### src/alsrd_pkg.sv
// package: constants and types for the light sequencer and result readout
package alsrd_pkg;
    // ==========================================================
    // register offsets
    localparam logic [7:0] OFS_LO_TH_HI   = 8'h22;
    localparam logic [7:0] OFS_LO_TH_LO   = 8'h23;
    localparam logic [7:0] OFS_SENS_CFG   = 8'h25;
    localparam logic [7:0] OFS_INTERVAL   = 8'h26;
    localparam logic [7:0] OFS_CONTROL    = 8'h27;
    localparam logic [7:0] OFS_INT_STATUS = 8'h40;
    localparam logic [7:0] OFS_PROX_HI    = 8'h41;
    localparam logic [7:0] OFS_PROX_LO    = 8'h42;
    localparam logic [7:0] OFS_LIGHT_HI   = 8'h43;
    localparam logic [7:0] OFS_LIGHT_LO   = 8'h44;
    // ==========================================================
    // reset values
    localparam logic [7:0] RST_LO_TH      = 8'h00;
    localparam logic [5:0] RST_SENS_CFG   = 6'h04;
    localparam logic [5:0] RST_INTERVAL   = 6'h0a;
    localparam logic [1:0] RST_CONTROL    = 2'h0;
    localparam logic [15:0] RST_RESULT    = 16'h0000;
    // ==========================================================
    // field positions
    localparam int SENS_CODE_MSB  = 2;
    localparam int HYST_EN_BIT    = 5;
    localparam int HYST_SIDE_BIT  = 4;
    localparam int CTRL_SINGLE    = 0;
    localparam int CTRL_REPEAT    = 1;
    localparam int STAT_INT_BIT   = 4;
    localparam int STAT_L_ABOVE   = 3;
    localparam int STAT_L_BELOW   = 2;
    localparam int STAT_P_ABOVE   = 1;
    localparam int STAT_P_BELOW   = 0;
    // ==========================================================
    // timing
    localparam int CLK_PERIOD_NS    = 50;
    localparam int INTEG_BASE_NS    = 6250000;
    localparam int INTERVAL_UNIT_NS = 50000000;
    localparam int SHORT_GAP_NS     = 10000000;
    localparam int CONT_GAP_NS      = 5000;
    localparam int INTEG_BASE_CYC    = INTEG_BASE_NS / CLK_PERIOD_NS;
    localparam int INTERVAL_UNIT_CYC = INTERVAL_UNIT_NS / CLK_PERIOD_NS;
    localparam int SHORT_GAP_CYC     = SHORT_GAP_NS / CLK_PERIOD_NS;
    localparam int CONT_GAP_CYC      = CONT_GAP_NS / CLK_PERIOD_NS;
    // ==========================================================
    // types
    typedef enum logic [1:0] {ST_IDLE, ST_INTEG, ST_GAP} alsrd_state_t;

    typedef struct packed {
        logic       wr;
        logic       rd;
        logic       rd_start;
        logic       stop;
        logic [7:0] addr;
        logic [7:0] wdata;
    } alsrd_bus_req_t;
endpackage

### src/alsrd_top.sv
// module: light measurement sequencer, interrupt status and result readout
// Behaviour
// - 16-bit lower light threshold, two bytes, reset zero
// - 3-bit code doubles measure time, reset 100ms
// - config bit 5 enables threshold hysteresis
// - config bit 4 picks hysteresis threshold side
// - interval field counts 50 ms, reset 0x0A
// - zero interval runs measurements back to back
// - control bit 1 starts repeated measurements
// - control bit 0 single measurement, self-clears
// - sensor powered off after single measurements and before long gaps
// - status bit 4 mirrors interrupt pin
// - status bits 3,2 light above/below
// - status bits 1,0 proximity above/below
// - status read clears when auto-clear off
// - proximity result high byte then low
// - light result high byte then low
// - results frozen from read start to stop
// - no hysteresis: outside window raises interrupt
// - hysteresis set/clear, only in auto-clear
// - stop after control write starts sequencer
// - short gaps 5us or 10ms, power on
`timescale 1ns/1ps
module alsrd_top #(
    parameter int INTEG_BASE_CYC    = alsrd_pkg::INTEG_BASE_CYC,
    parameter int INTERVAL_UNIT_CYC = alsrd_pkg::INTERVAL_UNIT_CYC,
    parameter int SHORT_GAP_CYC     = alsrd_pkg::SHORT_GAP_CYC
) (
    input  wire logic                      i_clk,
    input  wire logic                      i_rst_b,
    input  wire alsrd_pkg::alsrd_bus_req_t i_bus_req,
    input  wire logic                      i_auto_clear,
    input  wire logic [15:0]               i_light_high_threshold,
    input  wire logic [15:0]               i_light_count,
    input  wire logic                      i_prox_valid,
    input  wire logic [15:0]               i_prox_value,
    input  wire logic                      i_prox_above,
    input  wire logic                      i_prox_below,
    output logic      [7:0]                o_bus_rdata,
    output logic                           o_int,
    output logic                           o_light_power
);

    // ==========================================================
    // registers
    logic [15:0]             lo_th_ff;
    logic [5:0]              cfg_ff;
    logic [5:0]              intv_ff;
    logic [1:0]              ctrl_ff;
    logic [3:0]              flags_ff;
    logic [15:0]             light_res_ff;
    logic [15:0]             prox_res_ff;
    logic [15:0]             light_pend_ff;
    logic [15:0]             prox_pend_ff;
    logic                    light_upd_ff;
    logic                    prox_upd_ff;
    logic                    locked_ff;
    logic                    ctrl_wr_ff;
    logic [31:0]             cnt_ff;
    alsrd_pkg::alsrd_state_t state_ff;
    alsrd_pkg::alsrd_state_t nxt_state;
    logic [31:0]             nxt_cnt;
    logic [3:0]              nxt_flags;

    // ==========================================================
    // decode
    wire wr_lo_hi  = i_bus_req.wr && i_bus_req.addr == alsrd_pkg::OFS_LO_TH_HI;
    wire wr_lo_lo  = i_bus_req.wr && i_bus_req.addr == alsrd_pkg::OFS_LO_TH_LO;
    wire wr_cfg    = i_bus_req.wr && i_bus_req.addr == alsrd_pkg::OFS_SENS_CFG;
    wire wr_intv   = i_bus_req.wr && i_bus_req.addr == alsrd_pkg::OFS_INTERVAL;
    wire wr_ctrl   = i_bus_req.wr && i_bus_req.addr == alsrd_pkg::OFS_CONTROL;
    wire rd_status = i_bus_req.rd
                     && i_bus_req.addr == alsrd_pkg::OFS_INT_STATUS;

    wire [2:0]  sens_code = cfg_ff[alsrd_pkg::SENS_CODE_MSB:0];
    wire        hyst_en   = cfg_ff[alsrd_pkg::HYST_EN_BIT];
    wire        hyst_side = cfg_ff[alsrd_pkg::HYST_SIDE_BIT];
    wire        run_rep   = ctrl_ff[alsrd_pkg::CTRL_REPEAT];
    wire        run_one   = ctrl_ff[alsrd_pkg::CTRL_SINGLE];
    // duration doubles per code
    wire [31:0] dur_cyc   = 32'(INTEG_BASE_CYC) << sens_code;
    // 50 ms per interval count
    wire [31:0] intv_cyc  = 32'(intv_ff) * 32'(INTERVAL_UNIT_CYC);
    wire        intv_zero = intv_ff == 6'h00;
    wire        long_gap  = intv_cyc > dur_cyc;
    wire        meas_done = state_ff == alsrd_pkg::ST_INTEG
                            && cnt_ff == 32'h0000_0000;
    wire        gap_done  = state_ff == alsrd_pkg::ST_GAP
                            && cnt_ff == 32'h0000_0000;
    // stop after a control write wakes the sequencer
    wire        kick      = ctrl_wr_ff && i_bus_req.stop
                            && state_ff == alsrd_pkg::ST_IDLE
                            && (run_rep || run_one);
    // zero interval: 5us, short interval: 10ms, else the interval
    wire [31:0] gap_cyc   = intv_zero ? 32'(alsrd_pkg::CONT_GAP_CYC)
                          : (long_gap ? intv_cyc : 32'(SHORT_GAP_CYC));
    wire        above_hit = i_light_count > i_light_high_threshold;
    wire        below_hit = i_light_count < lo_th_ff;
    wire        unlocked  = !locked_ff || i_bus_req.stop;

    // ==========================================================
    // sequencer
    always_comb begin
        nxt_state = state_ff;
        nxt_cnt   = cnt_ff - 32'h0000_0001;
        case (state_ff)
            alsrd_pkg::ST_IDLE: begin
                nxt_cnt = 32'h0000_0000;
                if (kick) begin
                    nxt_state = alsrd_pkg::ST_INTEG;
                    nxt_cnt   = dur_cyc - 32'h0000_0001;
                end
            end
            alsrd_pkg::ST_INTEG: begin
                if (meas_done) begin
                    // repeat wins when both bits are set
                    if (run_rep) begin
                        nxt_state = alsrd_pkg::ST_GAP;
                        nxt_cnt   = gap_cyc - 32'h0000_0001;
                    end else begin
                        nxt_state = alsrd_pkg::ST_IDLE;
                        nxt_cnt   = 32'h0000_0000;
                    end
                end
            end
            alsrd_pkg::ST_GAP: begin
                if (!run_rep) begin
                    nxt_state = alsrd_pkg::ST_IDLE;
                    nxt_cnt   = 32'h0000_0000;
                end else if (gap_done) begin
                    nxt_state = alsrd_pkg::ST_INTEG;
                    nxt_cnt   = dur_cyc - 32'h0000_0001;
                end
            end
            default: begin
                nxt_state = alsrd_pkg::ST_IDLE;
                nxt_cnt   = 32'h0000_0000;
            end
        endcase
    end

    // power held only through integration and short gaps
    wire nxt_power = nxt_state == alsrd_pkg::ST_INTEG
                     || (nxt_state == alsrd_pkg::ST_GAP && !long_gap);

    always_ff @(posedge i_clk or negedge i_rst_b) begin
        if (!i_rst_b) begin
            state_ff      <= alsrd_pkg::ST_IDLE;
            cnt_ff        <= 32'h0000_0000;
            o_light_power <= 1'b0;
        end else begin
            state_ff      <= nxt_state;
            cnt_ff        <= nxt_cnt;
            o_light_power <= nxt_power;
        end
    end

    // ==========================================================
    // configuration registers
    // software write in the same cycle wins over the self-clear
    wire [1:0] nxt_ctrl = wr_ctrl ? i_bus_req.wdata[1:0]
                        : (meas_done ? (ctrl_ff & 2'h2) : ctrl_ff);

    always_ff @(posedge i_clk or negedge i_rst_b) begin
        if (!i_rst_b) begin
            lo_th_ff   <= {alsrd_pkg::RST_LO_TH, alsrd_pkg::RST_LO_TH};
            cfg_ff     <= alsrd_pkg::RST_SENS_CFG;
            intv_ff    <= alsrd_pkg::RST_INTERVAL;
            ctrl_ff    <= alsrd_pkg::RST_CONTROL;
            ctrl_wr_ff <= 1'b0;
        end else begin
            if (wr_lo_hi) lo_th_ff[15:8] <= i_bus_req.wdata;
            if (wr_lo_lo) lo_th_ff[7:0]  <= i_bus_req.wdata;
            if (wr_cfg)   cfg_ff  <= i_bus_req.wdata[5:0];
            if (wr_intv)  intv_ff <= i_bus_req.wdata[5:0];
            ctrl_ff    <= nxt_ctrl;
            // armed by a control write, consumed by the stop
            ctrl_wr_ff <= wr_ctrl || (ctrl_wr_ff && !i_bus_req.stop);
        end
    end

    // ==========================================================
    // interrupt flags: {light above, light below, prox above, prox below}
    always_comb begin
        nxt_flags = flags_ff;
        if (rd_status && !i_auto_clear) begin
            nxt_flags = 4'h0;
        end
        if (meas_done) begin
            if (!i_auto_clear) begin
                nxt_flags[3] = nxt_flags[3] | above_hit;
                nxt_flags[2] = nxt_flags[2] | below_hit;
            end else if (!hyst_en) begin
                nxt_flags[3] = above_hit;
                nxt_flags[2] = below_hit;
            end else if (hyst_side) begin
                // upper sets, lower clears
                nxt_flags[3] = above_hit | (flags_ff[3] & !below_hit);
                nxt_flags[2] = 1'b0;
            end else begin
                nxt_flags[2] = below_hit | (flags_ff[2] & !above_hit);
                nxt_flags[3] = 1'b0;
            end
        end
        if (i_prox_valid) begin
            if (i_auto_clear) begin
                nxt_flags[1:0] = {i_prox_above, i_prox_below};
            end else begin
                nxt_flags[1:0] = nxt_flags[1:0]
                                 | {i_prox_above, i_prox_below};
            end
        end
    end

    always_ff @(posedge i_clk or negedge i_rst_b) begin
        if (!i_rst_b) begin
            flags_ff <= 4'h0;
            o_int    <= 1'b0;
        end else begin
            flags_ff <= nxt_flags;
            o_int    <= |nxt_flags;
        end
    end

    // ==========================================================
    // result registers with read lock
    // a result landing during a locked read waits for the stop
    wire [15:0] light_new = meas_done ? i_light_count : light_pend_ff;
    wire        light_has = meas_done || light_upd_ff;
    wire [15:0] prox_new  = i_prox_valid ? i_prox_value : prox_pend_ff;
    wire        prox_has  = i_prox_valid || prox_upd_ff;

    always_ff @(posedge i_clk or negedge i_rst_b) begin
        if (!i_rst_b) begin
            light_res_ff  <= alsrd_pkg::RST_RESULT;
            prox_res_ff   <= alsrd_pkg::RST_RESULT;
            light_pend_ff <= alsrd_pkg::RST_RESULT;
            prox_pend_ff  <= alsrd_pkg::RST_RESULT;
            light_upd_ff  <= 1'b0;
            prox_upd_ff   <= 1'b0;
            locked_ff     <= 1'b0;
        end else begin
            light_pend_ff <= light_new;
            prox_pend_ff  <= prox_new;
            light_upd_ff  <= light_has && !unlocked;
            prox_upd_ff   <= prox_has && !unlocked;
            if (light_has && unlocked) light_res_ff <= light_new;
            if (prox_has && unlocked)  prox_res_ff  <= prox_new;
            if (i_bus_req.rd_start) begin
                locked_ff <= 1'b1;
            end else if (i_bus_req.stop) begin
                locked_ff <= 1'b0;
            end
        end
    end

    // ==========================================================
    // read data
    wire [7:0] status_byte = {3'h0, o_int, flags_ff};
    logic [7:0] rd_mux;
    always_comb begin
        if (i_bus_req.addr == alsrd_pkg::OFS_LO_TH_HI) begin
            rd_mux = lo_th_ff[15:8];
        end else if (i_bus_req.addr == alsrd_pkg::OFS_LO_TH_LO) begin
            rd_mux = lo_th_ff[7:0];
        end else if (i_bus_req.addr == alsrd_pkg::OFS_SENS_CFG) begin
            rd_mux = {2'h0, cfg_ff};
        end else if (i_bus_req.addr == alsrd_pkg::OFS_INTERVAL) begin
            rd_mux = {2'h0, intv_ff};
        end else if (i_bus_req.addr == alsrd_pkg::OFS_CONTROL) begin
            rd_mux = {6'h00, ctrl_ff};
        end else if (i_bus_req.addr == alsrd_pkg::OFS_INT_STATUS) begin
            rd_mux = status_byte;
        end else if (i_bus_req.addr == alsrd_pkg::OFS_PROX_HI) begin
            rd_mux = prox_res_ff[15:8];
        end else if (i_bus_req.addr == alsrd_pkg::OFS_PROX_LO) begin
            rd_mux = prox_res_ff[7:0];
        end else if (i_bus_req.addr == alsrd_pkg::OFS_LIGHT_HI) begin
            rd_mux = light_res_ff[15:8];
        end else if (i_bus_req.addr == alsrd_pkg::OFS_LIGHT_LO) begin
            rd_mux = light_res_ff[7:0];
        end else begin
            rd_mux = 8'h00;
        end
    end

    always_ff @(posedge i_clk or negedge i_rst_b) begin
        if (!i_rst_b) begin
            o_bus_rdata <= 8'h00;
        end else if (i_bus_req.rd) begin
            o_bus_rdata <= rd_mux;
        end
    end
endmodule

### config.mk
export PLATFORM = sky130hd
export DESIGN_NAME = alsrd_top
export DESIGN_NICKNAME = d
export VERILOG_FILES = /design/src/alsrd_pkg.sv /design/src/alsrd_top.sv
export SDC_FILE = /design/constraint.sdc
export NUM_CORES = 1
export LEC_CHECK = 0
export BUFFER_PORTS_ARGS = -buffer_cell sky130_fd_sc_hd__buf_2
export CAP_MARGIN = 20
export CELL_PAD_IN_SITES_DETAIL_PLACEMENT = 0
export CELL_PAD_IN_SITES_GLOBAL_PLACEMENT = 1
export CORE_MARGIN = 2
export CORE_UTILIZATION = 49
export CTS_BUF_LIST = sky130_fd_sc_hd__clkbuf_8
export DETAILED_ROUTE_END_ITERATION = 6
export PLACE_DENSITY_LB_ADDON = 0.1
export SETUP_SLACK_MARGIN = 0.5
export SYNTH_ARGS = -nofsm -noshare
export SYNTH_HDL_FRONTEND = slang
export SYNTH_SLANG_ARGS = --single-unit
### constraint.sdc
create_clock -name i_clk -period 7.41 [get_ports i_clk]
set_clock_uncertainty 0.2 [all_clocks]
set_input_delay 1.482 -clock i_clk [delete_from_list [all_inputs] [get_ports i_clk]]
set_output_delay 1.482 -clock i_clk [all_outputs]
set_load 0.05 [all_outputs]
# Word level (Yosys, flattened, before mapping)
# Cells that the tools add are included.
# W data, S select, Z words.
dict set report classes {
  add_sub_neg 3
  multipliers 1
  n_div 0
  magnitude_cmp 3
  eq_ne 14
  n_shift 1
  muxes 37
  n_bitwise 7
  n_reduce_logical 37
}
# operator count
set ops {}
lappend ops {{$mux W32} 5}
lappend ops {{$pmux W32 S3} 1}
lappend ops {{$mux W8} 10}
lappend ops {{$sub A32 B1 Y32 const B} 2}
lappend ops {{$mux W26} 2}
lappend ops {{$eq A8 B6 Y1 const B} 5}
lappend ops {{$eq A8 B7 Y1 const B} 5}
lappend ops {{$gt A26 B32 Y1} 1}
lappend ops {{$logic_not A32 Y1} 1}
lappend ops {{$mux W16} 2}
lappend ops {{$shl A17 B3 Y32 const A} 1}
lappend ops {{$sub A26 B1 Y27 const B} 1}
lappend ops {{$mux W2} 12}
lappend ops {{$mul A6 B14 Y20 const B} 1}
lappend ops {{$logic_and A1 B1 Y1} 18}
lappend ops {{$gt A16 B16 Y1} 1}
lappend ops {{$lt A16 B16 Y1} 1}
lappend ops {{$logic_not A1 Y1} 7}
lappend ops {{$logic_not A6 Y1} 1}
lappend ops {{$logic_or A1 B1 Y1} 6}
lappend ops {{$pmux W2 S3} 1}
lappend ops {{$eq A2 B1 Y1 const B} 2}
lappend ops {{$eq A2 B2 Y1 const B} 2}
lappend ops {{$mux W4} 1}
lappend ops {{7 further kinds} 14}
dict set report word_totals {
  ff_bits 146
  latch_bits 0
  ram_bits 0
  mem_bits_ro 0
  input_bits 74
  output_inout_bits 10
  elab_cells 123
  n_memories 0
}

# Depth between registers and ports, before layout
# Gate-level depths: netlist of run 1.
dict set report logic_depth {
  ltp_word 11
  depth_mapped 24
}

# Worst setup path after synthesis of run 1
# Ideal clock, no wire load.
dict set report synth_timing {
  path_type {register to register}
  startpoint {register intv_ff[1]}
  endpoint {register cnt_ff[9]}
  setup_time_ns 0.131
  t_arrival_ns 5.218
  slack_ns 1.861
  path_stages_with_launch 23
  synth_period_minus_slack_ns 5.549
  cell_sequence {dfstp_2 fa_1 ha_1 inv_1 fa_1 inv_1 ha_1 clkbuf_1 and4_1 o311a_1 o21a_1 o21a_1 nor2_1 xnor2_1 ha_1 nand4_1 nor2_1 a2111oi_0 nor2_1 a21oi_1 nand2b_4 nor2_1 or3_1}
}
dict set report synth_between {
  elab_chain_cells 8
  word_cells_on_any_way 9
  classes_between {add/sub (1); mul (1); order compare (1); mux (5); reduce/logical (1)}
}
# element line_no
set synth_rtl {}
lappend synth_rtl {{start, declared} alsrd_top.sv:48} ;# logic [5:0] intv_ff;
lappend synth_rtl {{start signal, assigned} alsrd_top.sv:168} ;# intv_ff <= alsrd_pkg::RST_INTERVAL;
lappend synth_rtl {{start signal, assigned} alsrd_top.sv:175} ;# if (wr_intv) intv_ff <= i_bus_req.wdata[5:0];
lappend synth_rtl {{$mul A6 B14 Y20} alsrd_top.sv:83} ;# wire [31:0] intv_cyc = 32'(intv_ff) * 32'(INTERVAL_UNIT_CYC);
lappend synth_rtl {{$gt A26 B32 Y1} alsrd_top.sv:85} ;# wire long_gap = intv_cyc > dur_cyc;
lappend synth_rtl {{$mux W26} alsrd_top.sv:96} ;# : (long_gap ? intv_cyc : 32'(SHORT_GAP_CYC));
lappend synth_rtl {{$mux W26 *} alsrd_top.sv:95} ;# wire [31:0] gap_cyc = intv_zero ? 32'(alsrd_pkg::CONT_GAP_CYC)
lappend synth_rtl {{$sub A26 B1 Y27 *} alsrd_top.sv:119} ;# nxt_cnt = gap_cyc - 32'h0000_0001;
lappend synth_rtl {{$mux W32 *} alsrd_top.sv:117} ;# if (run_rep) begin
lappend synth_rtl {{$mux W32 *} alsrd_top.sv:115} ;# if (meas_done) begin
lappend synth_rtl {{$pmux W32 S3 *} alsrd_top.sv:106} ;# case (state_ff)
lappend synth_rtl {{net nxt_cnt[9]} alsrd_top.sv:62} ;# logic [31:0] nxt_cnt;
lappend synth_rtl {{end signal, assigned} alsrd_top.sv:153} ;# cnt_ff <= nxt_cnt;
lappend synth_rtl {{end, declared} alsrd_top.sv:59} ;# logic [31:0] cnt_ff;
# The timed path passes the listed nets; every way through them passes the cells marked *.
# A chain may end at the register's enable or synchronous reset.

# Final worst setup path of run 1
# Same ends and word-level chain as after synthesis.

==> results.md, run 1 <==
- Fillers: 1864
- Outcome: finished clean
- Synth Area in Compound Gates: 14.63%
- MaxCap Viol Count: 0
- P_sw: 1.048 mW
- Crit Path Max Fanout: 12
- EDFF count, synth: 0
- DRT iter0 DRCs: 615
- Layout cells sized above 1: 18.78%
- Initial Util: 49.61%
- Crit path capture type: register
- Crit-path slowest cell: dfstp_2
- Simple-gate share of the synthesized area: 16.16%
- GRT Overall Usage: 25.26%
- Drc violations: 0
- Final net count: 1311
- Highest routed layer: met4
- Root Driver: clkbuf_8
- Critical Path Max Stage Delay: 0.70 ns
- Crit path launch type: register
- Clock Power Share: 25.4%
- # diodes: 0
- Final Max Tran Viols: 0
- CTS Buf Count: 17
- Full die area: 0.02151 mm^2
- Post-DP HPWL: 20.17 mm
- Minimum clock period: 6.046 ns
- Tcrit/Tclk final: 81.59%
- Wl on met1: 13.78 mm
- Fin Setup TNS: 0 ns
- Fin. Hold Viols: 0
- DR pass1 iterations: 5
- Metal2 WL: 10.88 mm
- CTS sink cnt: 146
- Max IR drop VDD: 0.3430 mV
- Comb pwr share: 41.5%
- Actual slew at the worst max-slew pin: 1.007 ns
- Post-synthesis sequential area ratio: 36.67%
- Most frequent cells in the layout: dfrtp_1 (143), nand2_1 (111), ha_1 (90), buf_2 (82), inv_1 (79)
- Largest family of logic cells by synthesized area: simple AND/OR/NAND/NOR gates
- First-pass GRT wire length: 42.61 mm
- Total power: 2.641 mW
- Max Clock Freq: 165.4 MHz
- Async SR Flop Fraction: 100.0%
- Worst rel slew slack: 32.16%
- Commonest non-fill, non-tap cell in the layout: dfrtp_1
- Unique masters post-synth: 76
- Post-DRT Antenna Nets: 0
- Longest Clk Path Bufs: 2
- IO Port Bufs: 83
- Hold/Removal Path Class: register to register
- End-of-flow core utilization: 54.97%
- Die Wd: 146.7 um
- Hold_buf cts: 0
- Post-synthesis adder-cell area fraction: 13.30%
- Vias per inst: 5.620
- CTS tree: built
- Postcts setup bufs: 0
- Required time worst endpoint: 7.55 ns
- Initial antenna violation count: 0
- PostCTS Resize Cnt: 0
- Average size of a mapped cell: 9.347 um^2
- Worst-path clk slew: 0.10 ns
- Crit Path Class: register to register
- P_int: 1.593 mW
- Synthesized cell area: 0.009973 mm^2
- Sw Share: 39.69%
- RD Place Congestion: 0.9089
- Sequential power share: 33.1%
- Post-synthesis register bit count: 146
- Worst-path cell chain: fa_1 -> ha_1 -> inv_1 -> fa_1 -> inv_1 -> ha_1 -> and4_1 -> o311a_1 -> o21a_1 -> o21a_1 -> nor2_1 -> xnor2_1 -> ha_1 -> nand4_1 -> a21oi_1 -> a2111oi_0 -> nor2_1 -> a21oi_1 -> buf_4 -> nand2b_4 -> nor2_1 -> or3_1
- Unrepaired setup endpoints after global routing: false
- Routed wl met3: 1.317 mm
- WL final: 26.36 mm
- Worst skew pair latency: 0.47 ns
- Worst hold margin: 0.2722 ns
- IO Count: 84
- Core Rows: 52
- H-Tree Depth: 4
- Syn Inst Count: 1067
- Final setup viols: 0
- Vias: 7981
- Largest net degree at the start of global routing: 82
- Mux contribution to synthesized area: 9.008%
- Routed len/inst: 18.56 um
- Grt ovf: 0
- Data arrival, critical path: 6.19 ns
- Die Y: 146.7 um
- Vias in the first global route: 7799
- Placed Area: 0.01063 mm^2
- P_leak: 4.759 nW
- Yosys Warn Count: 0
- Fin area: 0.01105 mm^2
- Synth Net Count: 1241
- Synth Flop Type: dfrtp_1
- PwrDens: 239.0 mW/mm^2
- Critical path buffer and inverter count: 3
- Area growth syn-to-layout: 10.80%
- Xor/xnor share of the synthesized area: 5.445%
- Core area: 0.02010 mm^2
- Cell family with most CP delay: adder cells
## layout make-up
type	instances	area, um^2	area share (%)
Multi-Input combinational cell	800	5847	52.91
Sequential cell	146	3657	33.10
Timing Repair Buffer	91	481.7	4.359
Tap cell	270	337.8	3.057
Inverter	81	309.0	2.797
Clock buffer	18	247.7	2.242
Clock inverter	14	170.2	1.540
## synth_stat cells (all sizes together) (14+ instances only)
master	n	area [um^2]
dfrtp	143	3578
nand2	112	422.9
ha	90	1126
inv	79	296.5
o21ai	71	355.3
mux2	68	765.7
a21oi	66	330.3
nor2	66	250.2
xnor2	41	359.1
clkbuf	32	120.1
nor3	25	130.1
xor2	21	183.9
nand3	15	75.07
nand4	14	87.58
nor4	14	100.1
## per-layer routing
layer,global-route usage [%],up-vias
li1,-,3933
met1,39.57,3814
met2,36.03,206
met3,4.469,28
met4,6.117,0
met5,0,-
## flip-flops by register name, indices dropped and copies added (netlist names), 2 cells and up
name	cells
prox_res_ff	16
intv_ff	6
o_bus_rdata	8
flags_ff	4
cnt_ff	32
lo_th_ff	16
light_pend_ff	16
ctrl_ff	2
light_res_ff	16
prox_pend_ff	16
state_ff	2
cfg_ff	6
## power groups by stage
stage	clock [mW]	sequential, mW	combinational, mW
2_1_floorplan	0	0.885	0.771
3_3_place_gp	0	0.887	1.06
3_5_place_dp	0	0.889	1.07
4_1_cts	0.684	0.873	1.08
5_1_grt	0.717	0.878	1.22
6_report	0.672	0.873	1.10
## stage by stage
step / std cells / worst slack [ns]
2_1_floorplan: 1067 / 1.861
3_3_place_gp: 1387 / 1.635
3_5_place_dp: 1387 / 1.501
4_1_cts: 1419 / 1.468
5_1_grt: 1420 / 1.079
6_report: 1420 / 1.364
## logic make-up (layout without fill, tap and decap cells)
family	Yosys count	count (layout)
simple gates	323	323
flops	146	146
compound gates	235	235
buf+inv	121	204
mux	80	80
xor+xnor	62	62
fa+ha+maj	100	100
## worst min-delay path, delay by kind of cell (launching register included)
| kind | cells | cell delay, ns |
|---|---|---|
| AND/OR/NAND/NOR | 2 | 0.10 |
| flip-flops | 1 | 0.33 |
## final timing paths
kind	from	to	slack (ns)	cells past startpoint
max in group asynchronous	i_rst_b	prox_upd_ff	4.83	2
setup reg to reg	intv_ff[1]	cnt_ff[9]	1.36	22
min in group asynchronous	i_rst_b	light_pend_ff[6]	0.82	1
hold reg to reg	light_pend_ff[10]	light_pend_ff[10]	0.27	2
setup / recovery	intv_ff[1]	cnt_ff[9]	1.36	22
hold / removal	light_pend_ff[10]	light_pend_ff[10]	0.27	2
Power figures use the tool's default switching activity.
==> run 2: changes to the inputs <==
- ABC_AREA: default -> 1
- CORE_UTILIZATION: 49 -> 46
- clock period: 7.41 -> 5.8 ns (I/O delays scaled with it)
==> run 2 against run 1 <==
Effect of this change: non-clock buffer count up 28; global-route usage rose by 1.2 points; register-to-register slack worse by 0.76 ns; hold slack better by 0.00085 ns; critical path type unchanged; critical endpoint is now cnt_ff[24]; largest power group is now sequential cells.
==> results.md, run 2 <==
- Outcome: finished clean
- Hold worst-path end: light_pend_ff[5]
- Hold_buf cts: 0
- M2 GR Usage: 45.95%
- Vias: 9676
- WL final: 31.69 mm
- Fin. Hold Viols: 0
- Die Wd: 157.0 um
- Grt ovf: 0
- R2r setup slk: 0.60 ns
- Hold/Removal Path Class: register to register
- Commonest non-fill, non-tap cell in the layout: nand2_1
- Critical path buffer and inverter count: 4
- Simple-gate share of the synthesized area: 27.25%
- Worst skew pair latency: 0.47 ns
- Placed Area: 0.01154 mm^2
- GRT Overall Usage: 26.47%
- Ranking of synthesized cells by area: dfrtp_1 (33%), nand2_1 (13%), ha_1 (10%)
- Async SR Flop Fraction: 100.0%
- PwrDens: 220.7 mW/mm^2
- Crit Path Max Fanout: 8
- Final setup viols: 0
- Post-synth top cells: nand2_1 (383), inv_1 (200), dfrtp_1 (143)
- Die Y: 157.0 um
- Core Rows: 55
- Placed Cells: 1825
- IO Port Bufs: 83
- Syn Inst Count: 1445
- Max FFs per register: 32
- P_int: 1.706 mW
- Longest Clk Path Bufs: 2
- # diodes: 0
- Crit Reg-Reg Startpoint: intv_ff[3]
- Area of the multi-input gates: 0.006543 mm^2
- Crit-path slowest cell: dfstp_2
- Data arrival, critical path: 5.36 ns
- Xor/xnor share of the synthesized area: 3.740%
- IO Count: 84
- Comb pwr share: 32.1%
- Hold path start: light_pend_ff[5]
- Crit Path Class: register to register
- Post-DP HPWL: 24.52 mm
- Required time worst endpoint: 5.96 ns
- Met1 usage: 34.91%
- Layout cells sized above 1: 16.91%
- CTS sink cnt: 146
- First-pass GRT wire length: 49.96 mm
- Area growth syn-to-layout: 15.89%
- H-Tree Depth: 4
- GRT Max-Usage Layer: met2
- Worst-path clk slew: 0.09 ns
- Unrepaired setup endpoints after global routing: true
- Clock Power Share: 28.3%
- Worst rel slew slack: 22.91%
- Largest Register: cnt_ff
- Final Max Tran Viols: 0
- P_sw: 1.049 mW
- Most frequent cells in the layout: nand2_1 (366), inv_1 (199), dfrtp_1 (141), nor2_1 (116), o21ai_0 (85)
- Mux contribution to synthesized area: 0.1045%
- EDFF count, synth: 0
- DRT iter0 DRCs: 699
- Initial Util: 47.15%
- Post-DRT Antenna Nets: 0
- Final net count: 1728
- Post-synthesis register bit count: 146
- Synthesized cell area: 0.01077 mm^2
- MaxCap Viol Count: 0
- Drc violations: 0
- Min-Delay Path Depth: 2
- Cell family with most CP delay: adder cells
- Largest net degree at the start of global routing: 66
- Fillers: 2311
- Unique masters post-synth: 61
- P_leak: 6.124 nW
- Root Driver: clkbuf_8
- Post-synthesis adder-cell area fraction: 12.31%
- Average size of a mapped cell: 7.454 um^2
- Largest area contributor in the netlist: dfrtp_1
- Register area: 0.003660 mm^2
- Post-synthesis sequential area ratio: 33.95%
- Sw Share: 38.07%
- Register-to-Register Path Depth: 29
- Fin Setup TNS: 0 ns
- CP dominant cell by count: nand2_4
- Full die area: 0.02466 mm^2
- Initial antenna violation count: 0
- R2R Path End: cnt_ff[24]
- Crit path launch type: register
- Routed len/inst: 16.86 um
- Max IR drop VDD: 0.1310 mV
- Most numerous cell in the Yosys netlist: nand2_1
- Max Clock Freq: 192.5 MHz
- Crit path capture type: register
- End-of-flow core utilization: 54.64%
- Top cell type's share of synthesized area: 33.22%
- Yosys Warn Count: 0
- Synth Area in Compound Gates: 14.00%
- Minimum clock period: 5.196 ns
- Core area: 0.02285 mm^2
- CTS Buf Count: 17
- RD Place Congestion: 0.8760
- Sequential power share: 39.7%
- Actual slew at the worst max-slew pin: 1.154 ns
- Tcrit/Tclk final: 89.59%
- Vias in the first global route: 9332
- Largest family of logic cells by synthesized area: simple AND/OR/NAND/NOR gates
- Synth Net Count: 1619
- Post-route insts no fill: 1880
- Fin area: 0.01248 mm^2
- Vias per inst: 5.147
- Critical Path Max Stage Delay: 0.56 ns
- DR pass1 iterations: 5
- Synth Flop Type: dfrtp_1
- Global Route met3 Usage: 3.497%
- CTS tree: built
-- run 2: cell types whose count changed in the layout (fill, tap and decap cells not counted), sizes merged, moves of 18 or more --
cell	before	now
inv	86	212
mux2	68	1
o21ai	71	96
buf	91	118
xnor2	41	19
a31oi	6	24
nand2	112	395
nand3	15	70
nor2	66	138
-- run 2: power by group through the flow --
stage | registers (mW) | logic [mW] | clock network, mW
global placement | 1.11 | 0.680 | 0
floorplan | 1.11 | 0.481 | 0
CTS | 1.09 | 0.742 | 0.791
global route | 1.10 | 0.977 | 0.839
finish | 1.09 | 0.883 | 0.779
detailed placement | 1.11 | 0.678 | 0
-- run 2: final cells by class --
cell class	count	area share, %
Inverter	209	6.284
Clock inverter	15	1.002
Multi-Input combinational cell	1061	52.41
Timing Repair Buffer	119	5.974
Clock buffer	17	1.874
Sequential cell	146	29.32
Tap cell	313	3.137
-- run 2: how the worst max path moves through the flow --
| stage | startpoint | to | slack, ns | cells past startpoint |
|---|---|---|---|---|
| 4_1_cts | intv_ff[3] | cnt_ff[24] | 0.51 | 29 |
| 2_1_floorplan | intv_ff[3] | cnt_ff[24] | 0.63 | 31 |
| 5_1_grt | intv_ff[3] | cnt_ff[22] | 0.37 | 29 |
| 3_3_place_gp | intv_ff[3] | cnt_ff[12] | 0.31 | 28 |
| 6_report | intv_ff[3] | cnt_ff[24] | 0.60 | 29 |
| 3_5_place_dp | intv_ff[3] | cnt_ff[18] | 0.18 | 29 |
-- run 2: what timing repair did --
action / 4_1_cts / 5_1_grt
buffers inserted: 7 / 15
gates cloned: 0 / 1
gates resized for setup: 23 / 60
endpoints found under the setup margin: 23 / 25
pin swaps: 11 / 41
-- run 2: cells by family (layout without fill, tap and decap cells) --
family	count (synthesis)	in the layout
simple gates	662	662
mux	1	1
fa+ha+maj	100	100
xor+xnor	46	46
compound gates	252	252
flops	146	146
buf+inv	238	360
-- run 2: metrics by stage --
stage                     power [mW]  hold WS [ns]  setup WS (ns)
after global placement         1.793        0.2483         0.3086
after detailed placement       1.792        0.2555         0.1844
after global routing           2.914        0.2880         0.3651
final                          2.755        0.2730         0.6038
after floorplan                1.589        0.2374         0.6261
after CTS                      2.627        0.2758         0.5123
-- run 2: routing by layer --
metal | vias up | part of all wire [%]
met4 | 0 | 2.1
li1 | 4965 | -
met1 | 4486 | 46
met2 | 187 | 49
met5 | - | 0
met3 | 38 | 3.1
-- run 2: worst reg2reg max path, delay by kind of cell, from the launching register on --
kind | cells | cell delay, ns
adder cells (fa/ha/maj) | 5 | 1.95
AND/OR/NAND/NOR | 19 | 1.83
flip-flops | 1 | 0.56
buffers and inverters | 4 | 0.31
AO/OA/AOI/OAI | 1 | 0.26
==> run 3: changes to the inputs <==
- CORE_UTILIZATION: 46 -> 45
- CTS_BUF_LIST: sky130_fd_sc_hd__clkbuf_8 -> default
==> run 3 against run 2 <==
Effect of this change: register-to-register slack worse by 0.11 ns; highest routed layer unchanged; total power increased by 14%; critical path type unchanged; critical endpoint unchanged; largest cell class unchanged; largest power group is now the clock network; hold slack got worse by 0.0022 ns; die area up 2.2%.
==> results.md, run 3 (synthesis results as in run 2) <==
- WL final: 32.10 mm
- GRT Overall Usage: 25.30%
- IO Port Bufs: 83
- CTS tree: built
- Minimum clock period: 5.307 ns
- Crit Path Class: register to register
- Crit path launch type: register
- Initial Util: 45.89%
- Fin. Hold Viols: 0
- Core Rows: 56
- Sw Share: 36.27%
- Final setup viols: 0
- CP dominant cell by count: nand2_4
- CP endpoint: cnt_ff[24]
- Vias in the first global route: 9646
- Worst rel slew slack: 29.84%
- Vias: 9936
- Critical Path Max Stage Delay: 0.55 ns
- Most frequent cells in the layout: nand2_1 (364), inv_1 (197), dfrtp_1 (143), nor2_1 (114), ha_1 (85)
- Hold/Removal Path Class: register to register
- RD Place Congestion: 0.9052
- Drc violations: 0
- R2R Path End: cnt_ff[24]
- Layout cells sized above 1: 17.66%
- Crit-path slowest cell: dfstp_2
- Largest net degree at the start of global routing: 63
- Actual slew at the worst max-slew pin: 1.050 ns
- Grt ovf: 0
- Unrepaired setup endpoints after global routing: true
- Critical path buffer and inverter count: 5
- Comb pwr share: 29.3%
- Final net count: 1735
- Fin Setup TNS: 0 ns
- Post-DRT Antenna Nets: 0
- Worst skew pair latency: 0.44 ns
- MaxCap Viol Count: 0
- Die Y: 158.7 um
- Crit path capture type: register
- Sequential power share: 34.7%
- Worst hold margin: 0.2708 ns
- Routed len/inst: 16.95 um
- Cell family with most CP delay: adder cells
- Register-to-Register Path Depth: 28
- DR pass1 iterations: 6
- Max FFs per register: 32
- Area growth syn-to-layout: 18.85%
- Outcome: finished clean
- Root Driver: clkbuf_16
- Post-DP HPWL: 24.54 mm
- Vias per inst: 5.246
- Crit Path Max Fanout: 8
- PwrDens: 246.2 mW/mm^2
- P_leak: 6.264 nW
- P_sw: 1.143 mW
- Tcrit/Tclk final: 91.51%
- Initial antenna violation count: 1
- Largest Register: cnt_ff
- Crit Reg-Reg Startpoint: intv_ff[3]
- Placed Cells: 1830
- Final Max Tran Viols: 0
- CTS Buf Count: 17
- Required time worst endpoint: 5.92 ns
- Hold_buf cts: 0
- Full die area: 0.02519 mm^2
- P_int: 2.009 mW
- IO Count: 84
- Max Clock Freq: 188.4 MHz
- Worst-path clk slew: 0.08 ns
- Clock Power Share: 36.0%
- DRT iter0 DRCs: 632
- H-Tree Depth: 4
- CTS sink cnt: 146
- Max IR drop VDD: 0.1740 mV
- Commonest non-fill, non-tap cell in the layout: nand2_1
- First-pass GRT wire length: 50.64 mm
- Core area: 0.02347 mm^2
- End-of-flow core utilization: 54.54%
- Data arrival, critical path: 5.43 ns
- Critical path depth in cells: 28
- R2r setup slk: 0.49 ns
- Longest Clk Path Bufs: 2
- Die Wd: 158.7 um
- Post-route insts no fill: 1894
- Critical Path Start: intv_ff[3]
-- run 3: cell types whose count changed in the layout (fill, tap and decap cells not counted), sizes merged --
| cell | change |
|---|---|
| inv | -1 |
| buf | +6 |
| clkinv | +3 |
| diode | +1 |
| nand2 | +1 |
| clkinvlp | -2 |
-- run 3: power by group through the flow --
stage	clock network [mW]	logic, mW	registers, mW
floorplan	0	0.481	1.11
global placement	0	0.663	1.11
detailed placement	0	0.663	1.11
CTS	1.15	0.746	1.09
global route	1.19	1.02	1.10
finish	1.14	0.924	1.09
-- run 3: tightest hold or removal path: stages (launching register included) --
cell and delay [ns]:
dfrtp_1 0.33, nand2_1 0.06, nand2_1 0.05
-- run 3: worst min-delay path by stage --
stage	cells past startpoint	slack, ns	from	end
4_1_cts	2	0.27	light_pend_ff[5]	light_pend_ff[5]
3_3_place_gp	2	0.25	light_pend_ff[3]	light_pend_ff[3]
5_1_grt	2	0.29	prox_pend_ff[6]	prox_pend_ff[6]
6_report	2	0.27	prox_pend_ff[3]	prox_pend_ff[3]
2_1_floorplan	2	0.24	light_pend_ff[10]	light_pend_ff[10]
3_5_place_dp	2	0.25	light_pend_ff[14]	light_pend_ff[14]
-- run 3: area by class of cell --
type / count / area (um^2)
repair buffers: 125 / 784.5
multi-input cells: 1062 / 6565
clock buffers: 17 / 425.4
diodes: 1 / 2.502
fillers: 2334 / 10670
flip-flops and latches: 146 / 3657
inverters: 209 / 784.5
well taps: 319 / 399.1
clock inverters: 15 / 183.9
-- run 3: what timing repair did --
action	4_1_cts	5_1_grt
cloned	1	1
pin swaps	14	41
setup endpoints to repair	24	26
endpoints found under the hold margin	0	0
resized for setup	19	74
buffers inserted	11	18
-- run 3: stage by stage --
stage                     cell area [um^2]  setup WS, ns  power [mW]
after CTS                            12320        0.5172       2.989
after global routing                 12800        0.2179       3.311
after detailed placement             11540        0.1779       1.776
after floorplan                      10770        0.6261       1.589
final                                12800        0.4927       3.152
after global placement               11540        0.2994       1.775
-- run 3: routing by layer --
| layer | global-route usage, % | part of all wire, % |
|---|---|---|
| met1 | 32.20 | 44 |
| met2 | 44.05 | 49 |
| met3 | 3.866 | 4.5 |
| met4 | 8.173 | 2.5 |
| met5 | 0 | 0 |
